[src/design/reply_pkg.sv]
// reply_pkg: constants for the reply framer, its register map and fields.
// assumes: included before reply_framer; one 125 MHz clock domain.
package reply_pkg;

  // reply command codes and packet geometry
  localparam logic [5:0] CMD_READ_DATA_REPLY  = 6'h30;
  localparam logic [5:0] CMD_COMPLETION_NO_DATA = 6'h33;
  localparam int         TAG_W   = 5;
  localparam int         UNIT_W  = 5;
  localparam int         NUM_UNITS = 32;

  // error code values
  localparam logic [1:0] ERR_NORMAL       = 2'h0;
  localparam logic [1:0] ERR_TARGET_ABORT = 2'h1;
  localparam logic [1:0] ERR_DATA_ERROR   = 2'h2;
  localparam logic [1:0] ERR_MASTER_ABORT = 2'h3;

  // request kinds handed over by the core
  localparam logic [1:0] KIND_DWORD_READ  = 2'h0;
  localparam logic [1:0] KIND_BYTE_READ   = 2'h1;
  localparam logic [1:0] KIND_ATOMIC      = 2'h2;
  localparam logic [1:0] KIND_NO_DATA     = 2'h3;

  // count field values
  localparam logic [3:0] COUNT_ONE_DWORD  = 4'h0;
  localparam logic [3:0] COUNT_ONE_QWORD  = 4'h1;
  localparam logic [3:0] COUNT_ZERO       = 4'h0;
  localparam logic [3:0] COUNT_STEP       = 4'h1;

  // header bit positions inside the 32-bit control word
  localparam int HB_CMD    = 0;
  localparam int HB_ISOC   = 7;
  localparam int HB_UNIT   = 8;
  localparam int HB_BRIDGE = 14;
  localparam int HB_PASS_POSTED_WRITES_FLAG = 15;
  localparam int HB_TAG    = 16;
  localparam int HB_ERR0   = 21;
  localparam int HB_CNTLO  = 22;
  localparam int HB_CNTHI  = 24;
  localparam int HB_CHANNEL_SET_SELECT  = 26;
  localparam int HB_ERR1   = 29;
  localparam int HB_REQID  = 30;

  // channel-set field values derived from the request sequence id
  localparam logic [2:0] CHANNEL_SET_SELECT_ALT    = 3'h0;
  localparam logic [2:0] CHANNEL_SET_SELECT_NONFC  = 3'h1;
  localparam logic [2:0] CHANNEL_SET_SELECT_STREAM = 3'h2;
  localparam logic [2:0] CHANNEL_SET_SELECT_RSV3   = 3'h3;
  localparam logic [2:0] CHANNEL_SET_SELECT_IMPL4  = 3'h4;
  localparam logic [2:0] CHANNEL_SET_SELECT_IMPL6  = 3'h6;
  localparam logic [2:0] CHANNEL_SET_SELECT_NONE   = 3'h0;
  localparam logic [3:0] SEQ_NONFC    = 4'hD;
  localparam logic [3:0] SEQ_IMPL4    = 4'hC;
  localparam logic [3:0] SEQ_RSV_LO   = 4'h8;
  localparam logic [3:0] SEQ_RSV_HI   = 4'h9;
  localparam logic [3:0] SEQ_IMPL6_LO = 4'hA;
  localparam logic [3:0] SEQ_IMPL6_HI = 4'hB;
  localparam logic [3:0] SEQ_ALT_MAX  = 4'h7;

  // register byte addresses
  localparam logic [4:0] ADDR_CTRL      = 5'h00;
  localparam logic [4:0] ADDR_CLUMP_SUP = 5'h04;
  localparam logic [4:0] ADDR_CLUMP_EN  = 5'h08;
  localparam logic [4:0] ADDR_STATUS    = 5'h0C;
  localparam logic [4:0] ADDR_COUNTS    = 5'h10;

  // control register fields and reset value
  localparam int CTRL_ENABLE = 0;
  localparam int CTRL_PASSIVE = 1;
  localparam int CTRL_FULL   = 2;
  localparam int CTRL_ISOC_FC = 3;
  localparam logic [3:0] CTRL_RESET = 4'h1;

  // host may clump only the lowest four unit identifiers
  localparam logic [31:0] HOST_CLUMP_LIMIT = 32'h0000000F;
  localparam logic [31:0] CLUMP_BIT0_MASK  = 32'hFFFFFFFE;
  localparam logic [31:0] ALL_ONES         = 32'hFFFFFFFF;

endpackage : reply_pkg

[src/design/reply_framer.sv]
// reply_framer: builds read-data and completion replies, drives their data
// words, classifies packets into ordering streams with unit clumping.
// assumes: core and link logic share clk_i; classic Wishbone register slave.
//
// Notes on behaviour
// - data request gets read-data reply 110000, data words follow after one idle link cycle.
// - count field holds data length in dwords minus one.
// - count copied for dword reads, 0 for byte reads, 1 for atomics.
// - full requested number of data words always driven, even invalid.
// - error code 00 normal, 01 target abort, 10 data error, 11 master abort.
// - master abort reply data words are all ones.
// - data after target abort or data error is flagged unusable.
// - reply isoc flag copied from the request.
// - forwarded peer replies copy the request isoc flag too.
// - source tag copied unchanged from the request.
// - with bridge flag clear, requester id holds requester unit id low bits.
// - channel-set field from request fields, zero for base and isoc sets.
// - no-data requests answered with completion reply 110011.
// - command buffer freed when the completion reply is issued.
// - each nonposted request gets exactly one reply of one type.
// - data error in completion means corrupted write data received.
// - upstream streams separated by unit id, fences belong to every stream.
// - all downstream traffic is one stream.
// - five-bit tag, at most 32 outstanding per unit id.
// - passive clumping orders all upstream unit ids together.
// - full clumping reports wanted ids from bit 1, groups the enabled mask.
// - a host clumps only unit ids 0 to 3.
`timescale 1ns/1ps
`default_nettype none
module reply_framer #(
  parameter logic [31:0] CLUMP_SUPPORT = 32'h00000000,
  parameter bit          IS_HOST       = 1'b0
) (
  // clock and reset
  input  wire logic        clk_i,
  input  wire logic        rst_i,
  // wishbone slave
  input  wire logic        cyc_i,
  input  wire logic        stb_i,
  input  wire logic        we_i,
  input  wire logic [4:0]  adr_i,
  input  wire logic [3:0]  sel_i,
  input  wire logic [31:0] dat_i,
  output logic      [31:0] dat_o,
  output logic             ack_o,
  // reply request from the core
  input  wire logic        rep_valid_i,
  input  wire logic [1:0]  rep_kind_i,
  input  wire logic [3:0]  rep_count_i,
  input  wire logic [1:0]  rep_error_i,
  input  wire logic        rep_isoc_i,
  input  wire logic        rep_pass_pw_i,
  input  wire logic        rep_bridge_i,
  input  wire logic [4:0]  rep_unit_i,
  input  wire logic [4:0]  rep_req_unit_i,
  input  wire logic [4:0]  rep_tag_i,
  input  wire logic [3:0]  rep_seq_i,
  output logic             rep_ready_o,
  output logic             buf_free_o,
  // reply data from the core
  input  wire logic        data_valid_i,
  input  wire logic [31:0] data_i,
  output logic             data_ack_o,
  // link transmit side
  input  wire logic        link_ready_i,
  output logic             link_valid_o,
  output logic      [31:0] link_word_o,
  output logic             link_hdr_o,
  output logic             link_bad_o,
  // stream classification
  input  wire logic        cls_valid_i,
  input  wire logic        cls_upstream_i,
  input  wire logic        cls_fence_i,
  input  wire logic [4:0]  cls_unit_i,
  output logic             stream_valid_o,
  output logic      [4:0]  stream_o,
  output logic             stream_all_o
);

  typedef enum logic [1:0] {ST_IDLE, ST_HDR, ST_DATA} state_t;

  // state
  state_t      state_q,   state_d;
  logic [4:0]  left_q,    left_d;     // data words still to send, minus one
  logic        abort_q,   abort_d;
  logic        bad_q,     bad_d;
  logic        ovalid_q,  ovalid_d;
  logic [31:0] oword_q,   oword_d;
  logic        ohdr_q,    ohdr_d;
  logic        obad_q,    obad_d;
  logic        dack_q,    dack_d;
  logic        free_q,    free_d;
  logic        rdy_q,     rdy_d;
  logic [3:0]  ctrl_q,    ctrl_d;
  logic [31:0] clen_q,    clen_d;
  logic [1:0]  lasterr_q, lasterr_d;
  logic [15:0] nrd_q,     nrd_d;
  logic [15:0] ndone_q,   ndone_d;
  logic [31:0] rdat_q,    rdat_d;
  logic        ack_q,     ack_d;
  logic        svalid_q,  svalid_d;
  logic [4:0]  stream_q,  stream_d;
  logic        sall_q,    sall_d;

  logic        slot_free;
  logic        take_req;
  logic        take_word;
  logic [3:0]  cnt;
  logic [2:0]  channel_set_select;
  logic [1:0]  reqid;
  logic [31:0] hdr;
  logic [31:0] wdata;
  logic        wb_req;

  // count field and channel set for the reply being accepted
  always_comb begin
    case (rep_kind_i)
      reply_pkg::KIND_DWORD_READ: cnt = rep_count_i;
      reply_pkg::KIND_BYTE_READ:  cnt = reply_pkg::COUNT_ONE_DWORD;
      reply_pkg::KIND_ATOMIC:     cnt = reply_pkg::COUNT_ONE_QWORD;
      default:                    cnt = reply_pkg::COUNT_ZERO;
    endcase
    channel_set_select = reply_pkg::CHANNEL_SET_SELECT_NONE; // base and isoc sets leave it zero
    if (rep_isoc_i && !ctrl_q[reply_pkg::CTRL_ISOC_FC]) begin
      if (rep_seq_i <= reply_pkg::SEQ_ALT_MAX)
        channel_set_select = reply_pkg::CHANNEL_SET_SELECT_ALT;
      else if (rep_seq_i == reply_pkg::SEQ_NONFC)
        channel_set_select = reply_pkg::CHANNEL_SET_SELECT_NONFC;
      else if (rep_seq_i == reply_pkg::SEQ_IMPL4)
        channel_set_select = reply_pkg::CHANNEL_SET_SELECT_IMPL4;
      else if (rep_seq_i == reply_pkg::SEQ_RSV_LO ||
               rep_seq_i == reply_pkg::SEQ_RSV_HI)
        channel_set_select = reply_pkg::CHANNEL_SET_SELECT_RSV3;
      else if (rep_seq_i == reply_pkg::SEQ_IMPL6_LO ||
               rep_seq_i == reply_pkg::SEQ_IMPL6_HI)
        channel_set_select = reply_pkg::CHANNEL_SET_SELECT_IMPL6;
      else
        channel_set_select = reply_pkg::CHANNEL_SET_SELECT_STREAM;
    end
    reqid = rep_bridge_i ? 2'h0 : rep_req_unit_i[1:0];
  end

  // control word of the reply, reserved bits left at zero
  always_comb begin
    hdr = 32'h00000000;
    hdr[reply_pkg::HB_CMD +: 6] = (rep_kind_i == reply_pkg::KIND_NO_DATA) ?
      reply_pkg::CMD_COMPLETION_NO_DATA :
      reply_pkg::CMD_READ_DATA_REPLY;
    hdr[reply_pkg::HB_ISOC]      = rep_isoc_i;
    hdr[reply_pkg::HB_UNIT +: 5] = rep_unit_i;
    hdr[reply_pkg::HB_BRIDGE]    = rep_bridge_i;
    hdr[reply_pkg::HB_PASS_POSTED_WRITES_FLAG]    = rep_pass_pw_i;
    hdr[reply_pkg::HB_TAG +: 5]  = rep_tag_i;
    hdr[reply_pkg::HB_ERR0]      = rep_error_i[0];
    hdr[reply_pkg::HB_ERR1]      = rep_error_i[1];
    hdr[reply_pkg::HB_CNTLO +: 2] = cnt[1:0];
    hdr[reply_pkg::HB_CNTHI +: 2] = cnt[3:2];
    hdr[reply_pkg::HB_CHANNEL_SET_SELECT +: 3] = channel_set_select;
    hdr[reply_pkg::HB_REQID +: 2] = reqid;
  end

  // framer sequencing: one reply per accepted request, then its data
  always_comb begin
    slot_free = !ovalid_q || link_ready_i;
    take_req  = rdy_q && rep_valid_i;
    take_word = (state_q == ST_DATA) && slot_free &&
                (abort_q || (data_valid_i && !dack_q));
    state_d  = state_q;
    left_d   = left_q;
    abort_d  = abort_q;
    bad_d    = bad_q;
    ovalid_d = ovalid_q && !link_ready_i;
    oword_d  = oword_q;
    ohdr_d   = ohdr_q;
    obad_d   = obad_q;
    dack_d   = 1'b0;
    free_d   = 1'b0;
    rdy_d    = 1'b0;
    lasterr_d = lasterr_q;
    nrd_d    = nrd_q;
    ndone_d  = ndone_q;
    case (state_q)
      ST_IDLE: begin
        // ready only with an empty output slot, so no word is overwritten
        rdy_d = ctrl_q[reply_pkg::CTRL_ENABLE] && !take_req &&
                !ovalid_d;
        if (take_req) begin
          state_d   = ST_HDR;
          left_d    = {1'b0, cnt};
          abort_d   = rep_error_i == reply_pkg::ERR_MASTER_ABORT;
          bad_d     = rep_error_i != reply_pkg::ERR_NORMAL;
          lasterr_d = rep_error_i;
          oword_d   = hdr;
          ohdr_d    = 1'b1;
          obad_d    = 1'b0;
          ovalid_d  = 1'b1;
          if (rep_kind_i == reply_pkg::KIND_NO_DATA) begin
            free_d  = 1'b1;
            ndone_d = ndone_q + 16'h0001;
            state_d = ST_IDLE;
          end else begin
            nrd_d   = nrd_q + 16'h0001;
          end
        end
      end
      ST_HDR: begin
        // data words follow the read reply after one idle link cycle once it is taken
        if (slot_free) state_d = ST_DATA;
      end
      ST_DATA: begin
        if (take_word) begin
          oword_d  = abort_q ? reply_pkg::ALL_ONES : data_i;
          ohdr_d   = 1'b0;
          obad_d   = bad_q;
          ovalid_d = 1'b1;
          dack_d   = !abort_q;
          if (left_q == 5'h00) state_d = ST_IDLE;
          else left_d = left_q - 5'h01;
        end
      end
      default: state_d = ST_IDLE;
    endcase
  end

  // clumping: an enabled bit k joins unit k to the group of unit k-1
  function automatic logic [4:0] clump_base(input logic [4:0] unit,
                                            input logic [31:0] mask);
    logic [4:0] base;
    base = unit;
    for (int i = reply_pkg::NUM_UNITS - 1; i > 0; i--) begin
      if (i[4:0] == base && mask[i]) base = base - 5'h01;
    end
    return base;
  endfunction

  // stream classification for ordering
  always_comb begin
    svalid_d = cls_valid_i;
    sall_d   = cls_valid_i && cls_upstream_i && cls_fence_i;
    stream_d = 5'h00;
    if (cls_upstream_i && !cls_fence_i) begin
      if (ctrl_q[reply_pkg::CTRL_PASSIVE])
        stream_d = 5'h00;
      else if (ctrl_q[reply_pkg::CTRL_FULL])
        stream_d = clump_base(cls_unit_i, clen_q);
      else
        stream_d = cls_unit_i;
    end
  end

  // wishbone register slave, acked one cycle after the request appears
  always_comb begin
    wb_req = cyc_i && stb_i && !ack_q;
    ack_d  = wb_req;
    ctrl_d = ctrl_q;
    clen_d = clen_q;
    rdat_d = 32'h00000000;
    wdata  = 32'h00000000;
    for (int b = 0; b < 4; b++) begin
      wdata[b*8 +: 8] = sel_i[b] ? dat_i[b*8 +: 8] : clen_q[b*8 +: 8];
    end
    // writes land on the edge at which the master samples ack high
    if (cyc_i && stb_i && ack_q && we_i) begin
      if (adr_i == reply_pkg::ADDR_CTRL && sel_i[0])
        ctrl_d = dat_i[3:0];
      if (adr_i == reply_pkg::ADDR_CLUMP_EN) begin
        clen_d = wdata & reply_pkg::CLUMP_BIT0_MASK;
        if (IS_HOST)
          clen_d = clen_d & reply_pkg::HOST_CLUMP_LIMIT;
      end
    end
    if (wb_req && !we_i) begin
      case (adr_i)
        reply_pkg::ADDR_CTRL:      rdat_d = {28'h0000000, ctrl_q};
        reply_pkg::ADDR_CLUMP_SUP:
          rdat_d = CLUMP_SUPPORT & reply_pkg::CLUMP_BIT0_MASK;
        reply_pkg::ADDR_CLUMP_EN:  rdat_d = clen_q;
        reply_pkg::ADDR_STATUS:
          rdat_d = {28'h0000000, lasterr_q, ovalid_q, state_q != ST_IDLE};
        reply_pkg::ADDR_COUNTS:    rdat_d = {ndone_q, nrd_q};
        default:                   rdat_d = 32'h00000000;
      endcase
    end
  end

  // register all state
  always_ff @(posedge clk_i) begin
    if (rst_i) begin
      state_q <= ST_IDLE;
      left_q <= 5'h00;
      abort_q <= 1'b0;
      bad_q <= 1'b0;
      ovalid_q <= 1'b0;
      oword_q <= 32'h00000000;
      ohdr_q <= 1'b0;
      obad_q <= 1'b0;
      dack_q <= 1'b0;
      free_q <= 1'b0;
      rdy_q <= 1'b0;
      ctrl_q <= reply_pkg::CTRL_RESET;
      clen_q <= 32'h00000000;
      lasterr_q <= reply_pkg::ERR_NORMAL;
      nrd_q <= 16'h0000;
      ndone_q <= 16'h0000;
      rdat_q <= 32'h00000000;
      ack_q <= 1'b0;
      svalid_q <= 1'b0;
      stream_q <= 5'h00;
      sall_q <= 1'b0;
    end else begin
      state_q <= state_d;
      left_q <= left_d;
      abort_q <= abort_d;
      bad_q <= bad_d;
      ovalid_q <= ovalid_d;
      oword_q <= oword_d;
      ohdr_q <= ohdr_d;
      obad_q <= obad_d;
      dack_q <= dack_d;
      free_q <= free_d;
      rdy_q <= rdy_d;
      ctrl_q <= ctrl_d;
      clen_q <= clen_d;
      lasterr_q <= lasterr_d;
      nrd_q <= nrd_d;
      ndone_q <= ndone_d;
      rdat_q <= rdat_d;
      ack_q <= ack_d;
      svalid_q <= svalid_d;
      stream_q <= stream_d;
      sall_q <= sall_d;
    end
  end

  // outputs straight from flops
  assign dat_o          = rdat_q;
  assign ack_o          = ack_q;
  assign rep_ready_o    = rdy_q;
  assign buf_free_o     = free_q;
  assign data_ack_o     = dack_q;
  assign link_valid_o   = ovalid_q;
  assign link_word_o    = oword_q;
  assign link_hdr_o     = ohdr_q;
  assign link_bad_o     = obad_q;
  assign stream_valid_o = svalid_q;
  assign stream_o       = stream_q;
  assign stream_all_o   = sall_q;

  // checks next to the logic
  property p_read_cmd;
    @(posedge clk_i) disable iff (rst_i)
    take_req && rep_kind_i != reply_pkg::KIND_NO_DATA |=>
      link_hdr_o && link_word_o[5:0] == reply_pkg::CMD_READ_DATA_REPLY;
  endproperty
  a_read_cmd: assert property (p_read_cmd)
    else $error("read reply header wrong");

  property p_done_cmd;
    @(posedge clk_i) disable iff (rst_i)
    take_req && rep_kind_i == reply_pkg::KIND_NO_DATA |=>
      link_word_o[5:0] == reply_pkg::CMD_COMPLETION_NO_DATA && buf_free_o;
  endproperty
  a_done_cmd: assert property (p_done_cmd)
    else $error("completion reply or buffer release wrong");

  property p_byte_count;
    @(posedge clk_i) disable iff (rst_i)
    take_req && rep_kind_i == reply_pkg::KIND_BYTE_READ |=>
      link_word_o[reply_pkg::HB_CNTLO +: 2] == 2'h0 &&
      link_word_o[reply_pkg::HB_CNTHI +: 2] == 2'h0;
  endproperty
  a_byte_count: assert property (p_byte_count)
    else $error("byte read count not zero");

  property p_tag_isoc;
    @(posedge clk_i) disable iff (rst_i)
    take_req |=> link_word_o[reply_pkg::HB_TAG +: 5] == $past(rep_tag_i) &&
      link_word_o[reply_pkg::HB_ISOC] == $past(rep_isoc_i);
  endproperty
  a_tag_isoc: assert property (p_tag_isoc)
    else $error("tag or isoc not copied");

  property p_abort_ones;
    @(posedge clk_i) disable iff (rst_i)
    link_valid_o && !link_hdr_o && abort_q |->
      link_word_o == reply_pkg::ALL_ONES;
  endproperty
  a_abort_ones: assert property (p_abort_ones)
    else $error("master abort data not all ones");

  property p_bad_flag;
    @(posedge clk_i) disable iff (rst_i)
    link_valid_o && !link_hdr_o |->
      link_bad_o == (lasterr_q != reply_pkg::ERR_NORMAL);
  endproperty
  a_bad_flag: assert property (p_bad_flag)
    else $error("unusable data not flagged");

  property p_one_reply;
    @(posedge clk_i) disable iff (rst_i)
    take_req |=> !rep_ready_o;
  endproperty
  a_one_reply: assert property (p_one_reply)
    else $error("second reply accepted too early");

  property p_reqid;
    @(posedge clk_i) disable iff (rst_i)
    take_req && !rep_bridge_i |=>
      link_word_o[reply_pkg::HB_REQID +: 2] == $past(rep_req_unit_i[1:0]);
  endproperty
  a_reqid: assert property (p_reqid)
    else $error("requester id bits wrong");

  property p_downstream;
    @(posedge clk_i) disable iff (rst_i)
    cls_valid_i && !cls_upstream_i |=> stream_valid_o && stream_o == 5'h00;
  endproperty
  a_downstream: assert property (p_downstream)
    else $error("downstream not single stream");

endmodule : reply_framer
`default_nettype wire

[config.mk]
export PLATFORM = sky130hd
export DESIGN_NAME = reply_framer
export DESIGN_NICKNAME = d
export VERILOG_FILES = /design/src/design/reply_pkg.sv /design/src/design/reply_framer.sv
export SDC_FILE = /design/constraint.sdc
export NUM_CORES = 1
export LEC_CHECK = 0
export ABC_CLOCK_PERIOD_IN_PS = 52900
export BUFFER_PORTS_ARGS = -buffer_cell sky130_fd_sc_hd__clkbuf_2
export CAP_MARGIN = 20
export CORE_ASPECT_RATIO = 1.25
export CORE_UTILIZATION = 61
export CTS_BUF_LIST = sky130_fd_sc_hd__clkbuf_4
export CTS_CLUSTER_SIZE = 16
export DETAILED_ROUTE_END_ITERATION = 8
export GPL_TIMING_DRIVEN = 0
export PLACE_DENSITY_LB_ADDON = 0.08
export SLEW_MARGIN = 20
export SYNTH_ARGS = -nofsm -noshare
export SYNTH_HDL_FRONTEND = slang
export SYNTH_SLANG_ARGS = --single-unit
[constraint.sdc]
create_clock -name clk_i -period 52.9 [get_ports clk_i]
set_input_delay 2.645 -clock clk_i [delete_from_list [all_inputs] [get_ports clk_i]]
set_output_delay 2.645 -clock clk_i [all_outputs]
set_load 0.05 [all_outputs]
### Word level (Yosys, flattened, before mapping)

Index checks and enable logic that the tools add are counted.

* register bits after elaboration: 156
* bits in latches: 0
* RAM bits: 0
* ROM bits: 0
* input port bits: 119
* output and inout bits: 78
* logic and storage cells: 357
* memories: 0

* $add $sub $neg: 34
* multipliers: 0
* divide/modulo/power cells: 0
* order comparisons: 1
* equal/unequal tests: 50
* shift-type cells: 0
* mux-type cells: 156
* bitwise operators: 7
* reductions and logical operators: 85

Operators by type and width (count)
* $mux W5: 125
* $sub A5 B1 Y5 const B: 32
* $pmux W32 S4: 1
* $mux W32: 3
* $eq A5 B5 Y1 const A: 16
* $pmux W32 S2: 1
* $logic_and A1 B1 Y1: 48
* $eq A4 B5 Y1 const A: 8
* $add A16 B1 Y16 const B: 2
* $eq A4 B4 Y1 const B: 6
* $reduce_and A3 Y1: 7
* $eq A3 B5 Y1 const A: 4
* $mux W3: 6
* $mux W2: 6
* $eq A2 B5 Y1 const A: 2
* $eq A5 B4 Y1 const B: 2
* $logic_not A1 Y1: 10
* $logic_not A5 Y1: 2
* $pmux W5 S2: 1
* $reduce_or A3 Y1: 3
* $eq A2 B2 Y1 const B: 4
* $mux W1: 8
* $ne A2 B2 Y1 const B: 4
* $pmux W4 S2: 1
* 14 further kinds: 31

### Logic depth before layout (Yosys ltp)

Gate-level depths: netlist of run 1.

* depth in word-level cells: 184
* mapped depth: 103

### Least setup slack after synthesis of run 1

No wires, ideal clock.

* path type: in2reg
* from: input cls_unit_i[0]
* to: register stream_q[1], in the netlist stream_o[1]
* library setup time: 0.121 ns
* arrival time: 19.968 ns
* setup slack: 32.811 ns
* cell stages on the path: 97
* cell sequence: ha_1 > and2_1 > nor4b_2 > a211oi_2 > a31o_1 > ha_1 > nand2_1 > nand4b_2 > nor3_1 > a21oi_2 > ha_1 > nand3_1 > a21oi_1 > and3_1 > nor3_1 > nand2_1 > o21a_1 > nor2_1 > [61 not listed] > a22oi_1 > o32a_4 > ha_1 > and2_1 > xnor2_1 > a22o_1 > nand2_1 > nand2_1 > ha_1 > nand2_1 > nor2_1 > o311a_1 > a31o_2 > ha_1 > nand3_1 > mux2_1 > mux2i_1 > nor2_1

* cells in the longest elaborated chain, start to end: 184
* elaborated cells on any way between the ends: 215
* classes of those cells: 31 x add/sub; 31 x eq/ne; 122 x mux; 31 x reduce/logical

Ends and longest elaborated chain
* from (decl): RTL line reply_framer.sv:74 `input wire logic [4:0] cls_unit_i,`
* parallel branches: the longest is 2 deep, another holds $sub A5 B1 Y5
* $mux W5 (*): RTL line reply_framer.sv:231 `if (i[4:0] == base && mask[i]) base = base - 5'h01;`
* $mux W5 (*): RTL line reply_framer.sv:244 `else if (ctrl_q[reply_pkg::CTRL_FULL])`
* $mux W5 (*): RTL line reply_framer.sv:242 `if (ctrl_q[reply_pkg::CTRL_PASSIVE])`
* $mux W5 (*): RTL line reply_framer.sv:241 `if (cls_upstream_i && !cls_fence_i) begin`
* parallel branches: the longest is 2 deep, another holds $sub A5 B1 Y5
* $mux W5 (*): RTL line reply_framer.sv:231
* $mux W5 (*): RTL line reply_framer.sv:244
* [164 not listed]
* parallel branches: the longest is 2 deep, another holds $sub A5 B1 Y5
* $mux W5 (*): RTL line reply_framer.sv:231
* $mux W5 (*): RTL line reply_framer.sv:244
* $mux W5 (*): RTL line reply_framer.sv:242
* $mux W5 (*): RTL line reply_framer.sv:241
* parallel branches: the longest is 2 deep, another holds $sub A5 B1 Y5
* $mux W5 (*): RTL line reply_framer.sv:231
* $mux W5 (*): RTL line reply_framer.sv:244
* to (signal assigned): RTL line reply_framer.sv:330 `stream_q <= stream_d;`
* to (decl): RTL line reply_framer.sv:102 `logic [4:0] stream_q, stream_d;`

Mark *: on every way between the ends. The select of a mux whose other input is x is not followed.
A chain may end at the register's enable or synchronous reset.

### Worst setup path after layout of run 1

Same ends and word-level chain as after synthesis.

==> results of run 1 <==
-- layer usage --
layer	wire, microns	up-vias	track usage, %
li1	-	4564	-
met1	10600	4365	39.5
met4	1240	0	19.9
met2	13200	377	62.1
met5	0	-	0
met3	2000	86	7.96
-- sequential cells by signal (all words and copies together), names as in the netlist, 2 cells and up --
signal	flops
dat_o	32
link_word_o	32
clen_q	31
ndone_q	16
nrd_q	16
left_q	5
stream_o	5
ctrl_q	4
lasterr_q	2
state_q	2
-- placed cells by master, fill, tap and decap left out, types with 5 or more instances in the layout --
cell / count
nand2_1: 110
or3_1: 8
o211ai_1: 10
ha_1: 20
mux2i_1: 18
nand3_1: 63
o21ai_1: 12
a21o_1: 5
a21oi_1: 87
clkinv_4: 5
nand2b_1: 10
o21ai_0: 32
xnor2_1: 9
a31oi_1: 6
nor4_1: 10
clkbuf_2: 189
nor2b_1: 11
dfxtp_1: 156
clkbuf_1: 50
and3_1: 15
a22oi_1: 32
nor2_1: 173
xor2_1: 25
clkbuf_4: 17
a311oi_1: 5
o21a_1: 5
inv_1: 21
and2_1: 17
a211oi_1: 9
nand4_1: 13
nor3_1: 58
-- power by group through the flow --
stage / sequential [uW] / combinational [uW] / clock [uW]
6_report: 122 / 41.5 / 75.1
5_1_grt: 122 / 45.1 / 80.3
4_1_cts: 122 / 41.1 / 75.8
3_5_place_dp: 124 / 41.0 / 0
3_3_place_gp: 124 / 40.4 / 0
2_1_floorplan: 130 / 21.4 / 0
-- how the worst min path moves through the flow --
stage | start | endpoint | slack [ns]
after floorplan | lasterr_q[0] | lasterr_q[0] | 0.44
after global placement | link_word_o[1] | link_word_o[1] | 0.45
after detailed placement | link_word_o[1] | link_word_o[1] | 0.45
after CTS | link_word_o[1] | link_word_o[1] | 0.47
after global routing | link_word_o[0] | link_word_o[0] | 0.50
final | link_word_o[1] | link_word_o[1] | 0.47
-- tightest hold or removal path: cells and delay by family, from the launching register on --
kind	cells	cell delay, ns
and+or+nand+nor	1	0.05
DFF	1	0.34
AOI/OAI and AO/OA	1	0.05
-- final cells by class --
class | instances | share of cell area, %
repair buffers | 189 | 9.05
clock buffers | 17 | 1.22
plain buffers | 59 | 2.24
diodes | 3 | 0.0718
multi-input cells | 896 | 53.0
well taps | 178 | 2.13
inverters | 23 | 0.826
flip-flops and latches | 156 | 29.9
clock inverters | 15 | 1.59
-- logic make-up (layout without fill, tap and decap cells) --
group                      count (synthesis)  in the layout  synth area share, %
and+or+nand+nor                          527            527                 28.5
AOI/OAI and AO/OA                        290            290                 23.9
DFF                                      156            156                 34.8
buffers and inverters                     82            303                 3.57
xor gates and xnor gates                  34             34                 3.32
muxes                                     25             25                 3.16
adders and majority gates                 20             20                 2.79
other                                      0              3                    0
-- through the flow --
stage / util, % / instances / instance area (sq um) / hold WS, ns
6_report: 72.6 / 1536 / 10500 / 0.471
5_1_grt: 72.5 / 1534 / 10500 / 0.496
4_1_cts: 72.5 / 1533 / 10400 / 0.472
3_5_place_dp: 70.5 / 1501 / 10200 / 0.454
3_3_place_gp: 70.4 / 1501 / 10100 / 0.449
2_1_floorplan: - / 1134 / 8980 / 0.436
==> results.cfg, run 1 <==
[status]
status = complete, no violations

[timing]
clock_skew_ns = 0.0209
setup_tns_ns = 0
fmax_ghz = 0.0452
slew_headroom_pct = 26.8
finalHoldViolCount = 0
setup_viol = 0
tightestPinTransition_ns = 1.09
slew_viol_final = 0
period_needed_ns = 22.13
rsz0062_at_grt = false
fin_ws_ns = 30.77
post-route-period-util_pct = 41.8

[critical_path]
path_depth = 97
r2r_start = clen_q[31]
crit_top_cell = ha_1
startpoint = cls_unit_i[0]
end_kind = flop
cp_data_arrival_time_ns = 22.59
endpoint = stream_o[1]
crit_fanout = 10
path_class = in2reg
r2r_end = stream_o[1]
critPathLaunchType = input port
cp_top_family = simple AND/OR/NAND/NOR gates
r2r_slack_ns = 32.90
rr_worst_depth = 94
max_stage_delay_ns = 0.55
worst-path-buf-inv = 7
cp_slowest_cell = or4_4
cp.required_ns = 53.36

[clock_network]
cts_resized = 0
cts.sinks = 156
cts_tree = built
postCtsSetupRepairBufs = 0
htreeDepth = 4
cts.clk_slew.worst_paths_ns = 0.14
ctsHoldBuffers = 0
cts_buffer_depth = 2
cts_buffers = 17
cts-root-buf = clkbuf_4
clkLatencyLatePin_ns = 0.57

[synthesis]
yosysUniqueCellTypes = 105
ys_seq_elements = 156
synth_area_leaders = dfxtp_1, nor2_1, a21oi_1, nand2_1, nand3_1
synth.most_common_cell = nor2_1
ys.flop_type = dfxtp_1
postSynthCellCount = 1134
ys_seq_area_share_pct = 34.8
ys_async_sr_fraction_pct = 0
netlist_top_cells_count = nor2_1, dfxtp_1, nand2_1
synth_nets = 1273
netlist_area_sq_um = 8980
synth_enable_flop_cells = 0
synth_area_leader_cell = dfxtp_1
ys_warn_count = 0
avgSynthCellArea_sq_um = 7.92
synth_top_area_share_pct = 34.8

[global_routing]
grt_antenna_before_repair = 1
first_global_vias = 8642
grt_max_degree = 17
grt_usage_pct = 35.2
grt.overflow.total = 0
grt_pass1_wl_microns = 42400

[route]
vias_per_cell = 6.11
drtIter0Drc = 774
ant_nets = 0
wl_per_cell_microns = 17.6
drtPass1Iterations = 7
drt-total-wl_microns = 27100
via_count = 9392
drc = 0

[power]
power_frac_clock_pct = 31.5
seqPwrFrac_pct = 51.1
p_int_uw = 162
p_sw_share_pct = 31.9
p_comb_share_pct = 17.4
ir_drop_uv = 17.7
finalPower_uw = 238
p_leak_uw = 0.00406
switchingPower_uw = 76.0
cellPowerDensity_nw_per_um2 = 22.8

[floorplan]
rows = 49
die_width_microns = 111
initial_utilization_pct = 62.3
dieArea_sq_um = 15200
core_sq_um = 14400
fp.dieH_microns = 138
ioPinCount = 197

[placement]
place_congestion = 0.968
io_buffers = 189
place_hpwl_microns = 21200
dp_slack_ns = 30.45

[worst_hold_path]
holdPathStages = 2
hold_path.class = reg2reg

[cells_and_area]
drive_gt1_share_pct = 21.0
fin_nets = 1481
fillers = 1240
regArea_sq_um = 3120
syn_to_final_growth_pct = 16.4
multi_input_area_sq_um = 5540

[flow_run]
maxCapViolations = 0
Note: power is estimated with default switching activity, not from simulation.
==> run 2: changes to the inputs <==
- ABC_CLOCK_PERIOD_IN_PS: 52900 -> 19760
- CORE_UTILIZATION: 61 -> 51
- clock period: 52.9 -> 19.76 ns (I/O delays scaled with it)
==> run 2 against run 1 <==
Effect of this change:
- clock-buffer cell count rose by 1
- highest routed layer unchanged
- clock skew rose by 0.0036 ns
- cell count rose by 3.7%
- sequential share of layout area down 0.93 points
- die area is 19% higher
- largest power group unchanged
- first-iteration DRC count shrank 4.5%
- via count is the same
- critical path type unchanged
==> results.cfg, run 2 (synthesis results as in run 1) <==
[clock_network]
cts_buffers = 17
cts-root-buf = clkbuf_4
htreeDepth = 4
cts.sinks = 156
cts.clk_slew.worst_paths_ns = 0.14
cts_buffer_depth = 2
cts_tree = built
ctsHoldBuffers = 0
clkLatencyLatePin_ns = 0.56

[timing]
finalHoldViolCount = 0
slew_viol_final = 0
tightestPinTransition_ns = 1.02
timing.hold.ws_ns = 0.470
period_needed_ns = 18.83
slew_headroom_pct = 31.4
post-route-period-util_pct = 95.3
clock_skew_ns = 0.0245
setup_viol = 0
fmax_ghz = 0.0531
fin_ws_ns = 0.930

[status]
status = complete, no violations

[global_routing]
grt_max_degree = 17
use_met3_pct = 6.97
use_met2_pct = 54.7
first_global_vias = 8809
top_usage_layer = met2
grt_pass1_wl_microns = 43400
grt_usage_pct = 30.6
grt_antenna_before_repair = 1
grt.overflow.total = 0
use_met1_pct = 34.9

[cells_and_area]
final_cell_count_no_fill = 1593
mostFrequentLayoutCell = clkbuf_2
final_area_sq_um = 10800
drive_gt1_share_pct = 24.3
final_cell_mix = clkbuf_2, nor2_1, dfxtp_1
syn_to_final_growth_pct = 20.2
fillers = 1580
fin_nets = 1498

[placement]
place_hpwl_microns = 21400
dp_cells = 1543
dp_slack_ns = -1.21
place_congestion = 0.916
io_buffers = 189
dpl-instance-area_sq_um = 10200

[critical_path]
path_class = in2reg
critPathLaunchType = input port
crit_top_cell = ha_1
cp_data_arrival_time_ns = 19.27
crit_fanout = 10
cp_slowest_cell = or4_4
max_stage_delay_ns = 0.54
end_kind = flop
cp.required_ns = 20.20

[route]
drt-total-wl_microns = 27600
vias_per_cell = 5.90
drc = 0
ant_nets = 0
drtIter0Drc = 739
wl_per_cell_microns = 17.3
drtPass1Iterations = 8
via_count = 9392

[floorplan]
rows = 53
initial_utilization_pct = 52.7
fp.dieH_microns = 150
core_sq_um = 17000
die_width_microns = 121
ioPinCount = 197
dieArea_sq_um = 18100

[power]
finalPower_uw = 632
ir_drop_uv = 36.7
p_leak_uw = 0.00419
cellPowerDensity_nw_per_um2 = 58.6

[flow_run]
maxCapViolations = 0

[worst_hold_path]
hold_path.class = reg2reg
-- run 2: cell types whose count changed in the layout (fill, tap and decap cells not counted), sizes merged --
cell      delta
inv          +4
bufinv       -1
clkinvlp     -1
clkinv       -3
buf         +18
diode        -2
-- run 2: final cells by class --
cell class / instances / area (sq um) / area share [%]
clock inverter: 14 / 131 / 1.22
sequential: 156 / 3120 / 28.9
timing repair buffer: 207 / 1090 / 10.1
buffer: 58 / 230 / 2.13
inverter: 23 / 86.3 / 0.800
multi-input combinational: 896 / 5710 / 53.0
tap: 220 / 275 / 2.55
clock buffer: 18 / 135 / 1.25
antenna: 1 / 2.50 / 0.0232
-- run 2: per-layer routing --
metal | up-vias | share of wire [%]
met1 | 4382 | 40
met4 | 0 | 2.8
met2 | 365 | 50
met5 | - | 0
li1 | 4594 | -
met3 | 51 | 7.2
-- run 2: stage by stage --
stage | util (%) | TNS [ns]
global placement | 59.9 | -4.47
CTS | 62.0 | 0
detailed placement | 59.9 | -5.43
global route | 63.3 | -0.290
finish | 63.3 | 0
floorplan | - | 0
-- run 2: repair_timing --
action | CTS | global route
resized for setup | 9 | 34
setup endpoints to repair | 5 | 5
pin swaps | 3 | 10
buffers inserted | 6 | 12
-- run 2: final timing paths --
check,cells after the start,start,slack [ns],to
worst max-delay path,97,cls_unit_i[1],0.93,stream_o[1]
worst min-delay path,2,link_word_o[1],0.47,link_word_o[1]
worst max register to register,94,clen_q[31],1.40,stream_o[1]
worst min register to register,2,link_word_o[1],0.47,link_word_o[1]
-- run 2: worst max-delay path: cells and delay by family --
kind	cells	cell delay, ns
multiplexers	4	1.07
adder cells (fa/ha/maj)	15	3.05
AND/OR/NAND/NOR	44	7.44
XOR/XNOR	1	0.13
AO/OA/AOI/OAI	25	5.54
buffers and inverters	8	1.05
-- run 2: report_power, final --
part           switching (uW)  internal (uW)  total (uW)
Clock                     124           66.4         191
Combinational            76.9           39.2         116
Sequential               4.47            321         326
